**src/rtl/pcstk_consts.vh**
```
// constants for the program counter and return-address stack
`ifndef PCSTK_CONSTS_VH
`define PCSTK_CONSTS_VH

// apb register byte offsets
`define PCSTK_OFF_LOW 12'h000
`define PCSTK_OFF_LATCH 12'h004
`define PCSTK_OFF_STAT 12'h008
`define PCSTK_OFF_CTRL 12'h00C

// widths and field positions
`define PCSTK_PC_W 13
`define PCSTK_LOW_W 8
`define PCSTK_UP_W 5
`define PCSTK_LATCH_W 5
`define PCSTK_LATCH_TOP_LSB 3
`define PCSTK_OPND_W 11
`define PCSTK_DEPTH 8
`define PCSTK_PTR_W 3

// reset values and the pc step increment
`define PCSTK_PC_RST 13'h0000
`define PCSTK_LATCH_RST 5'h00
`define PCSTK_PTR_RST 3'h0
`define PCSTK_PC_ONE 13'h0001

// control register bits
`define PCSTK_CTRL_RUN 0
`define PCSTK_CTRL_SRST 1

`endif

```
**src/rtl/pcstk_top.v**
```verilog
// program counter with high-byte latch and 8-level circular return stack
`timescale 1ns/1ps
`include "pcstk_consts.vh"

module pcstk_top #(
  parameter PC_W = `PCSTK_PC_W,
  parameter DEPTH = `PCSTK_DEPTH,
  parameter PTR_W = `PCSTK_PTR_W
) (
  input wire pclk,
  input wire presetn,
  // apb slave
  input wire psel,
  input wire penable,
  input wire pwrite,
  input wire [11:0] paddr,
  input wire [31:0] pwdata,
  output reg [31:0] prdata,
  output reg pready,
  output reg pslverr,
  // decoder side
  input wire step,
  input wire call_instr,
  input wire unconditional_jump_instr,
  input wire [`PCSTK_OPND_W-1:0] opnd,
  input wire irq_vector,
  input wire [PC_W-1:0] vector_addr,
  input wire return_instr,
  input wire exit_with_literal_instr,
  input wire interrupt_exit_instr,
  input wire low_wr,
  input wire [`PCSTK_LOW_W-1:0] low_wr_data,
  input wire latch_wr,
  input wire [`PCSTK_LATCH_W-1:0] latch_wr_data,
  output reg [PC_W-1:0] fetch_addr,
  output reg [`PCSTK_LOW_W-1:0] pc_low_byte,
  output reg [`PCSTK_LATCH_W-1:0] pc_high_latch
);

  // --------------------------------------------------------------
  // state
  // --------------------------------------------------------------
  reg [PC_W-1:0] pc_r; // live program counter
  reg [PC_W-1:0] pc_nxt;
  reg [`PCSTK_LATCH_W-1:0] latch_r; // high-byte latch
  reg [`PCSTK_LATCH_W-1:0] latch_nxt;
  reg [PTR_W-1:0] sp_r; // internal pointer, next free slot
  reg [PTR_W-1:0] sp_nxt;
  reg run_r; // software run enable
  reg pop_pend_r; // pop waiting on registered stack read
  reg soft_clr_r; // software reset pulse, delayed one cycle
  wire [PC_W-1:0] top_data; // registered stack read data
  reg push; // push this cycle
  reg pop; // pop requested this cycle

  // apb decode helpers
  wire apb_acc = psel & penable;
  wire apb_wr = apb_acc & pwrite;
  wire apb_rd = apb_acc & ~pwrite;

  // address match used by read and write decode
  function hit;
    input [11:0] a;
    input [11:0] off;
    begin
      hit = (a == off);
    end
  endfunction

  wire bus_low_wr = apb_wr & hit(paddr, `PCSTK_OFF_LOW);
  wire bus_latch_wr = apb_wr & hit(paddr, `PCSTK_OFF_LATCH);
  wire bus_ctrl_wr = apb_wr & hit(paddr, `PCSTK_OFF_CTRL);
  wire mapped = hit(paddr, `PCSTK_OFF_LOW) | hit(paddr, `PCSTK_OFF_LATCH) |
                hit(paddr, `PCSTK_OFF_STAT) | hit(paddr, `PCSTK_OFF_CTRL);

  // --------------------------------------------------------------
  // shared decode functions
  // --------------------------------------------------------------
  // call and jump share one target: latch bits 4:3 above the operand
  function [PC_W-1:0] far_target;
    input [`PCSTK_LATCH_W-1:0] lat;
    input [`PCSTK_OPND_W-1:0] arg;
    begin
      far_target = {lat[`PCSTK_LATCH_W-1:`PCSTK_LATCH_TOP_LSB], arg};
    end
  endfunction

  // pointer moves one slot up or down and wraps, so overflow is silent;
  // the wrap matches the depth only while depth is two to the pointer width
  function [PTR_W-1:0] ptr_move;
    input [PTR_W-1:0] ptr;
    input up;
    begin
      if (up) begin
        ptr_move = ptr + {{(PTR_W-1){1'b0}}, 1'b1};
      end else begin
        ptr_move = ptr - {{(PTR_W-1){1'b0}}, 1'b1};
      end
    end
  endfunction

  // --------------------------------------------------------------
  // stack memory
  // --------------------------------------------------------------
  // read address is always the top entry so pop data is ready next cycle
  // eight 13-bit entries, outside program and data space
  pcstk_ram #(
    .DEPTH(DEPTH),
    .AW(PTR_W),
    .DW(PC_W)
  ) u_ram (
    .pclk(pclk),
    .presetn(presetn),
    .wr_en(push),
    .wr_addr(sp_r),
    .wr_data(pc_r),
    .rd_addr(ptr_move(sp_r, 1'b0)),
    .rd_data(top_data)
  );

  // --------------------------------------------------------------
  // next-state logic
  // --------------------------------------------------------------
  // priority: pending pop, vector, call, jump, low write, return, step
  always @* begin
    pc_nxt = pc_r;
    latch_nxt = latch_r;
    sp_nxt = sp_r;
    push = 1'b0;
    pop = 1'b0;
    // latch writes from decoder or bus, never from push or pop
    if (latch_wr) begin
      latch_nxt = latch_wr_data;
    end else if (bus_latch_wr) begin
      latch_nxt = pwdata[`PCSTK_LATCH_W-1:0];
    end
    if (pop_pend_r) begin
      pc_nxt = top_data;
    end else if (run_r) begin
      if (irq_vector) begin
        push = 1'b1;
        sp_nxt = ptr_move(sp_r, 1'b1);
        pc_nxt = vector_addr;
      end else if (call_instr) begin
        push = 1'b1;
        sp_nxt = ptr_move(sp_r, 1'b1);
        pc_nxt = far_target(latch_r, opnd);
      end else if (unconditional_jump_instr) begin
        pc_nxt = far_target(latch_r, opnd);
      end else if (low_wr) begin
        pc_nxt = {latch_r, low_wr_data};
      end else if (return_instr | exit_with_literal_instr | interrupt_exit_instr) begin
        pop = 1'b1;
        sp_nxt = ptr_move(sp_r, 1'b0);
      end else if (step) begin
        pc_nxt = pc_r + `PCSTK_PC_ONE;
      end
    end
    // bus write to low byte: upper bits come only from the latch
    if (bus_low_wr) begin
      pc_nxt = {latch_r, pwdata[`PCSTK_LOW_W-1:0]};
    end
    // soft reset wins over everything, so outputs clear with the state
    if (soft_clr_r) begin
      pc_nxt = `PCSTK_PC_RST;
      latch_nxt = `PCSTK_LATCH_RST;
      sp_nxt = `PCSTK_PTR_RST;
      push = 1'b0;
      pop = 1'b0;
    end
  end

  // --------------------------------------------------------------
  // state registers
  // --------------------------------------------------------------
  // no overflow or underflow flag exists; pointer just wraps
  // stack entries themselves keep their contents through any reset
  always @(posedge pclk or negedge presetn) begin
    if (!presetn) begin
      pc_r <= `PCSTK_PC_RST;
      latch_r <= `PCSTK_LATCH_RST;
      sp_r <= `PCSTK_PTR_RST;
      pop_pend_r <= 1'b0;
    end else if (soft_clr_r) begin
      pc_r <= `PCSTK_PC_RST;
      latch_r <= `PCSTK_LATCH_RST;
      sp_r <= `PCSTK_PTR_RST;
      pop_pend_r <= 1'b0;
    end else begin
      pc_r <= pc_nxt;
      latch_r <= latch_nxt;
      sp_r <= sp_nxt;
      pop_pend_r <= pop;
    end
  end

  // --------------------------------------------------------------
  // control register
  // --------------------------------------------------------------
  always @(posedge pclk or negedge presetn) begin
    if (!presetn) begin
      run_r <= 1'b1;
      soft_clr_r <= 1'b0;
    end else begin
      // soft reset is a one-cycle pulse that clears the state next edge;
      // it leaves the run enable alone, which the same write sets
      soft_clr_r <= bus_ctrl_wr & pwdata[`PCSTK_CTRL_SRST];
      if (bus_ctrl_wr) begin
        run_r <= pwdata[`PCSTK_CTRL_RUN];
      end
    end
  end

  // --------------------------------------------------------------
  // apb answer, zero wait states
  // --------------------------------------------------------------
  // stack pointer never appears on the bus
  // the setup cycle is decoded here and answered one edge later,
  // so pready, prdata and pslverr stand for exactly the access cycle;
  // a write itself lands at the access edge in the next-state logic
  // unmapped offsets answer with pslverr and read as zero
  always @(posedge pclk or negedge presetn) begin
    if (!presetn) begin
      prdata <= 32'h00000000;
      pready <= 1'b0;
      pslverr <= 1'b0;
    end else begin
      pready <= psel & ~penable;
      pslverr <= psel & ~penable & ~mapped;
      prdata <= 32'h00000000;
      if (psel & ~penable & ~pwrite) begin
        if (hit(paddr, `PCSTK_OFF_LOW)) begin
          prdata <= {24'h000000, pc_r[`PCSTK_LOW_W-1:0]};
        end else if (hit(paddr, `PCSTK_OFF_LATCH)) begin
          prdata <= {27'h0000000, latch_r};
        end else if (hit(paddr, `PCSTK_OFF_STAT)) begin
          prdata <= {30'h00000000, pop_pend_r, run_r};
        end else if (hit(paddr, `PCSTK_OFF_CTRL)) begin
          prdata <= {31'h00000000, run_r};
        end
      end
    end
  end

  // --------------------------------------------------------------
  // registered outputs
  // --------------------------------------------------------------
  always @(posedge pclk or negedge presetn) begin
    if (!presetn) begin
      fetch_addr <= `PCSTK_PC_RST;
      pc_low_byte <= 8'h00;
      pc_high_latch <= `PCSTK_LATCH_RST;
    end else begin
      // outputs follow the next value so they match the state registers
      // cycle for cycle, soft reset included
      fetch_addr <= pc_nxt;
      pc_low_byte <= pc_nxt[`PCSTK_LOW_W-1:0];
      pc_high_latch <= latch_nxt;
    end
  end

endmodule

```
**src/rtl/pcstk_ram.v**
```verilog
// return-address storage: small memory with registered read data
`timescale 1ns/1ps
`include "pcstk_consts.vh"

module pcstk_ram #(
  parameter DEPTH = `PCSTK_DEPTH,
  parameter AW = `PCSTK_PTR_W,
  parameter DW = `PCSTK_PC_W
) (
  input wire pclk,
  input wire presetn,
  input wire wr_en,
  input wire [AW-1:0] wr_addr,
  input wire [DW-1:0] wr_data,
  input wire [AW-1:0] rd_addr,
  output reg [DW-1:0] rd_data
);

  reg [DW-1:0] mem [0:DEPTH-1]; // entries, no reset needed

  // --------------------------------------------------------------
  // write port
  // --------------------------------------------------------------
  always @(posedge pclk) begin
    if (wr_en) begin
      mem[wr_addr] <= wr_data;
    end
  end

  // --------------------------------------------------------------
  // registered read port
  // --------------------------------------------------------------
  always @(posedge pclk or negedge presetn) begin
    if (!presetn) begin
      rd_data <= `PCSTK_PC_RST;
    end else begin
      rd_data <= mem[rd_addr];
    end
  end

endmodule

```
**config.mk**
```make
export PLATFORM = sky130hd
export DESIGN_NAME = pcstk_top
export DESIGN_NICKNAME = d
export VERILOG_FILES = /design/src/rtl/pcstk_top.v /design/src/rtl/pcstk_ram.v
export VERILOG_INCLUDE_DIRS = /design/src /design/src/rtl
export SDC_FILE = /design/constraint.sdc
export NUM_CORES = 1
export LEC_CHECK = 0
export ABC_AREA = 1
export BUFFER_PORTS_ARGS = -buffer_cell sky130_fd_sc_hd__clkbuf_2
export CORE_ASPECT_RATIO = 1.4
export CORE_MARGIN = 2
export CORE_UTILIZATION = 55
export CTS_CLUSTER_SIZE = 24
export DETAILED_ROUTE_END_ITERATION = 8
export GPL_TIMING_DRIVEN = 0
export MAX_ROUTING_LAYER = met4
export PLACE_DENSITY_LB_ADDON = 0.3
export SLEW_MARGIN = 20
export SYNTH_ARGS = -nofsm -noshare
export SYNTH_HDL_FRONTEND = slang
export SYNTH_SLANG_ARGS = --single-unit
```
**constraint.sdc**
```tcl
create_clock -name pclk -period 2.7 [get_ports pclk]
set_input_delay 0.27 -clock pclk [delete_from_list [all_inputs] [get_ports pclk]]
set_output_delay 0.27 -clock pclk [all_outputs]
set_load 0.05 [all_outputs]
```
==> results.yml, run 1 <==
outcome:
  status: "completed"
yosys:
  yosys_register_bits: 151
  yosys.area.top_type: "edfxtp_1"
  synthesis.area_mm2: 0.00727
  synth_seq_area_share: 0.592
  syn_inst: 764
  yosysTopAreaCellShare: 0.430
  yosys.cell_types.count: 39
  yosys_warnings: 0
  synth-main-ff-cell: "edfxtp_1"
  synth.avg_cell_area_um2: 9.51
  synth_area_leaders: "edfxtp_1 43%, dfrtp_1 16%, nor2_1 7.7%, nand2_1 5.8%, o21ai_0 4.5%"
  synth-edff-count: 104
  synth-async-reset-ratio: 0.311
pwr:
  p_total_mw: 8.02
  peakVddDrop_v: 0.000491
  switching_power_mw: 2.91
  share_comb_of_total_power: 0.309
  pwr_density_cell_mw_per_mm2: 921
  intPower_mw: 5.11
  p_leak_nw: 3.80
  power_frac_clock: 0.293
  seqPwrFrac: 0.399
  switching_share: 0.363
cts:
  clock_latency_ns: 0.42
  cts_root_buf: "clkbuf_16"
  clock-sinks: 151
  clk_pin_slew_ns: 0.06
  htree_levels: 4
  cts_buffers: 17
  cts_buffer_depth: 2
  cts_tree: "yes"
place:
  io_buffers: 106
  place_congestion: 0.944
  dpl.hpwl_um: 14400
  dpl_cell_area_mm2: 0.00808
timing:
  slew_headroom: 0.491
  drv_slew: 0
  tightest_slew_ns: 0.762
  whs_ns: 0.0218
  setup_viol: 0
  finClkSkew_ns: 0.00821
  finalCritPeriodShare: 0.952
  hold_viol_final: 0
  fmax_mhz: 389
  period_needed_ns: 2.57
  rsz0062_at_grt: "yes"
route:
  drt_first_pass_iters: 7
  vias: 5947
  drt_iter0_markers: 344
  wl_per_cell_um: 18.2
  final_antenna_net_count: 0
  routed_via_density: 5.51
  finalWirelength_um: 19700
  drc: 0
global_route:
  grt_first_pass_wirelength_um: 30500
  overflow: 0
  antenna_found_initial: 0
  grt_pass1_vias: 5916
  grt_max_degree: 48
  grt_use_total: 0.299
floorplanning:
  core.rowCount: 49
  design.die.area_mm2: 0.0142
  ios: 155
  die_w_um: 101
  start_util: 0.564
  fp.dieH_um: 140
  core_mm2: 0.0129
worst_hold_path:
  whs_path_depth: 2
  hp-class: "primary input to flip-flop"
  holdPathEnd: "pready$_DFF_PN0_"
  min_from: "penable"
setup_path:
  required_ns: 3.02
  r2r-start: "sp_r[0]$_DFFE_PN0P_"
  slowest_delay_ns: 0.34
  crit_fanout: 10
  cp-start-kind: "flip-flop"
  ff2ff_path_depth: 11
  cp_slowest_cell: "dfrtp_1"
  critPathCaptureType: "flip-flop"
  cp-startpoint: "sp_r[0]$_DFFE_PN0P_"
  r2r_end: "u_ram.rd_data[8]$_DFF_PN0_"
  path_class: "flip-flop to flip-flop"
  r2r_slack_ns: 0.13
  worstPathCellList: "buf_2 -> clkinv_2 -> clkbuf_2 -> ha_1 -> buf_2 -> clkinv_2 -> clkbuf_4 -> o21ai_0 -> o22ai_1 -> nor2_1 -> a31oi_1"
  crit_arrival_ns: 2.89
flow_run:
  drv_cap: 0
cells_and_area:
  antennaDiodeCount: 0
  final_cell_area_mm2: 0.00871
  most-common-layout-cells: "142 x nor2_1, 113 x nand2_1, 107 x clkbuf_2"
  final_common_cell: "nor2_1"
  syn2layout_area_growth_pct: 19.8
  fin_util: 0.676
  num-nets-final: 1011
  drive_gt1_frac: 0.232
==> per-stage QoR <==
stage          setup TNS [ns]  setup slack, ns  instances
2_1_floorplan               0            0.602        787
3_3_place_gp            -3.87           -0.291       1046
3_5_place_dp            -5.05           -0.302       1046
4_1_cts                     0           0.0526       1079
5_1_grt                -0.137          -0.0150       1079
6_report                    0            0.130       1079
==> synth_stat cells (2+ instances only) <==
cell      number
nand4_1        5
o22ai_1       17
nor2_4         6
o21ai_0       65
nand2_1      113
inv_2          4
nand3_1       10
a21oi_1       44
buf_4         32
o21ai_1       12
ha_1           3
o211ai_1      12
clkbuf_1      21
buf_6          2
nand3_4        2
nor3_1         7
buf_2          6
nand3_2        2
o21bai_1       2
clkinv_1       4
dfrtp_1       46
a31oi_1       15
edfxtp_1     104
nor2_2         4
inv_1         55
nor2_1       150
xor2_1         9
==> flip-flops by register name (all words and copies together), names as in the netlist <==
name / cells
u_ram.mem: 104
u_ram.rd_data: 13
pc_r: 12
prdata: 8
latch_r: 5
sp_r: 3
fetch_addr: 1
pop_pend_r: 1
pready: 1
pslverr: 1
run_r: 1
soft_clr_r: 1
==> routing by layer <==
layer,global-route usage,part of all wire,up-vias
met5,-,0,-
met4,0.170,0.053,0
met3,0.0599,0.052,66
met2,0.510,0.53,289
met1,0.319,0.36,2771
li1,-,-,2821
==> power by group through the flow <==
| stage | sequential [mW] | clock (mW) | combinational (mW) |
|---|---|---|---|
| final | 3.20 | 2.35 | 2.48 |
| after CTS | 3.19 | 2.34 | 2.43 |
| after floorplan | 3.26 | 0 | 1.54 |
| after global placement | 3.23 | 0 | 2.31 |
| after global routing | 3.23 | 2.44 | 2.69 |
| after detailed placement | 3.23 | 0 | 2.35 |
==> how the worst max path moves through the flow <==
stage,to,slack (ns),cells after the start
floorplan,u_ram.rd_data[7]$_DFF_PN0_,0.60,11
global placement,u_ram.rd_data[11]$_DFF_PN0_,-0.29,11
CTS,u_ram.rd_data[6]$_DFF_PN0_,0.05,10
global route,u_ram.mem[7][5]$_DFFE_PP_,-0.02,4
detailed placement,u_ram.rd_data[9]$_DFF_PN0_,-0.30,11
finish,u_ram.rd_data[8]$_DFF_PN0_,0.13,11
==> cells by family after synthesis <==
logic type                 share of synthesized area
buffers and inverters                         0.0856
other                                       0.000516
DFF                                            0.592
AOI/OAI and AO/OA                              0.126
xor gates and xnor gates                      0.0121
adders and majority gates                    0.00517
and+or+nand+nor                                0.179
==> worst max-delay path: cells and delay by family (launching register included) <==
family | cells | cell delay [ns]
AO/OA/AOI/OAI | 3 | 0.51
adder cells (fa/ha/maj) | 1 | 0.34
buffers and inverters | 6 | 1.20
flip-flops | 1 | 0.34
AND/OR/NAND/NOR | 1 | 0.08
==> area by class of cell <==
type                    instances  area [µm²]
plain buffers                  63         390
clock buffers                  22         495
clock inverters                10        87.6
fillers                      1034        4170
inverters                      64         244
multi-input cells             509        2460
flip-flops and latches        151        4300
well taps                     153         191
repair buffers                107         543
==> timing repair <==
action / 4_1_cts / 5_1_grt
endpoints found under the setup margin: 53 / 21
pin swaps: 0 / 0
buffers inserted: 0 / 0
gates cloned: 0 / 0
gates resized for setup: 9 / 6
hold buffers: 1 / 0
hold endpoints to repair: 46 / 0
(Power assumes the default switching activity.)
==> inputs of run 2 (changes only) <==
--- a/config.mk
+++ b/config.mk
@@ -8,7 +8,6 @@
 export LEC_CHECK = 0
 export ABC_AREA = 1
 export BUFFER_PORTS_ARGS = -buffer_cell sky130_fd_sc_hd__clkbuf_2
-export CORE_ASPECT_RATIO = 1.4
 export CORE_MARGIN = 2
 export CORE_UTILIZATION = 55
 export CTS_CLUSTER_SIZE = 24
==> run 2 against run 1 <==
  * Power is 1.7% lower
  * Sequential share of layout area hardly changed
  * Register-to-register slack better by 0.05 ns
  * Clock power is 7% lower
  * Combinational power hardly changed
  * Non-clock buffer count stayed put
  * Critical endpoint is now u_ram.mem[3][5]$_DFFE_PP_
  * Count of clock-buffer cells in the layout is 2 lower
  * Wire length is 5.3% lower
==> results.yml, run 2 (synthesis results as in run 1) <==
outcome:
  status: "completed"
cts:
  cts_buffer_depth: 2
  cts_tree: "yes"
  clock-sinks: 151
  post_cts_buffers: 0
  cts_buffers: 17
  htree_levels: 4
  cts_root_buf: "clkbuf_16"
  clk_pin_slew_ns: 0.06
  clock_latency_ns: 0.42
global_route:
  grt_max_degree: 48
  antenna_found_initial: 0
  grt_first_pass_wirelength_um: 29100
  overflow: 0
  grt_use_total: 0.281
  grt_pass1_vias: 5498
setup_path:
  worstPathCellList: "clkbuf_4 -> buf_1 -> nand3_1 -> nor2_2"
  critPathTopFamily: "simple AND/OR/NAND/NOR gates"
  cp-start-kind: "flip-flop"
  crit_arrival_ns: 2.56
  crit_cells: 4
  slowest_delay_ns: 0.71
  required_ns: 2.75
  r2r-start: "sp_r[0]$_DFFE_PN0P_"
  crit_buf_inv: 2
  critPathCaptureType: "flip-flop"
  crit_fanout: 13
  cp-startpoint: "sp_r[0]$_DFFE_PN0P_"
  path_class: "flip-flop to flip-flop"
  r2r_slack_ns: 0.18
  critPathCapture: "u_ram.mem[3][5]$_DFFE_PP_"
  ff2ff_path_depth: 4
  r2r_end: "u_ram.mem[3][5]$_DFFE_PP_"
  cp_slowest_cell: "nor2_2"
floorplanning:
  die_w_um: 119
  start_util: 0.569
  design.die.area_mm2: 0.0141
  fp.dieH_um: 119
  ios: 155
  core.rowCount: 41
  core_mm2: 0.0128
timing:
  finClkSkew_ns: 0.00611
  worst_slack_ns: 0.184
  finalCritPeriodShare: 0.932
  setup_viol: 0
  fmax_mhz: 397
  rsz0062_at_grt: "no"
  hold_viol_final: 0
  tightest_slew_ns: 0.813
  drv_slew: 0
  slew_headroom: 0.457
  period_needed_ns: 2.52
place:
  place_congestion: 0.954
  dpl.hpwl_um: 13100
  dp_cells: 1065
  io_buffers: 106
  post-place-ws_ns: -0.337
cells_and_area:
  most-common-layout-cells: "142 x nor2_1, 113 x nand2_1, 108 x clkbuf_2"
  fill_cells: 1061
  top_regs: "u_ram.mem x104, u_ram.rd_data x13, pc_r x12"
  drive_gt1_frac: 0.234
  final_cells: 1099
  largest_reg_flops: 104
  top_register: "u_ram.mem"
  fin_util: 0.682
  num-nets-final: 1011
  final_common_cell: "nor2_1"
  syn2layout_area_growth_pct: 19.9
route:
  final_antenna_net_count: 0
  routed_via_density: 5.33
  finalWirelength_um: 18600
  drc: 0
  drt_first_pass_iters: 4
  drt_iter0_markers: 570
  vias: 5853
  wl_per_cell_um: 17.0
pwr:
  p_total_mw: 7.89
  power_frac_clock: 0.276
  switching_power_mw: 2.90
  share_comb_of_total_power: 0.318
  peakVddDrop_v: 0.000507
  pwr_density_cell_mw_per_mm2: 906
  intPower_mw: 4.98
  switching_share: 0.368
  p_leak_nw: 3.78
  seqPwrFrac: 0.406
worst_hold_path:
  hp-class: "primary input to flip-flop"
flow_run:
  drv_cap: 0
## run 2: what timing repair did
action,CTS,global route
setup endpoints to repair,40,13
hold buffers,1,0
endpoints found under the hold margin,46,0
cloned,0,0
gates resized for setup,6,7
pin swaps,0,1
## run 2: worst min path at each step
stage	to	slack [ns]	cells past startpoint	start
floorplan	fetch_addr[12]$_DFF_PN0_	-0.03	0	presetn
CTS	pready$_DFF_PN0_	0.01	2	penable
global route	pready$_DFF_PN0_	0.04	2	penable
global placement	pready$_DFF_PN0_	0.45	2	penable
detailed placement	pready$_DFF_PN0_	0.36	1	presetn
finish	pready$_DFF_PN0_	0.02	2	penable
## run 2: routing by layer
layer | wire length, µm | GRT usage | part of all wire | up-vias
met5 | 0 | - | 0 | -
met4 | 677 | 0.141 | 0.036 | 0
met3 | 1380 | 0.0522 | 0.074 | 46
met2 | 8890 | 0.437 | 0.48 | 309
met1 | 7700 | 0.354 | 0.41 | 2668
li1 | - | - | - | 2830
## run 2: power groups by stage
stage          clock [mW]  sequential [mW]  combinational, mW
6_report             2.18             3.21               2.51
5_1_grt              2.28             3.24               2.75
3_3_place_gp            0             3.23               2.33
4_1_cts              2.18             3.20               2.45
3_5_place_dp            0             3.23               2.38
2_1_floorplan           0             3.26               1.54
## run 2: layout make-up
cell class / instances / area (µm²) / share of cell area
well taps: 172 / 215 / 0.0247
repair buffers: 107 / 543 / 0.0623
clock inverters: 12 / 76.3 / 0.00876
plain buffers: 63 / 393 / 0.0451
multi-input cells: 509 / 2460 / 0.282
inverters: 64 / 245 / 0.0282
clock buffers: 20 / 478 / 0.0549
flip-flops and latches: 151 / 4300 / 0.494
diodes: 1 / 2.50 / 0.000287
## run 2: metrics by stage
stage                     instance area [µm²]  hold WS (ns)  TNS, ns
after floorplan                          7350       -0.0256        0
after CTS                                8680        0.0106    -1.05
after global placement                   8100         0.455    -2.23
after detailed placement                 8110         0.361    -3.81
after global routing                     8710        0.0364        0
final                                    8710        0.0244        0
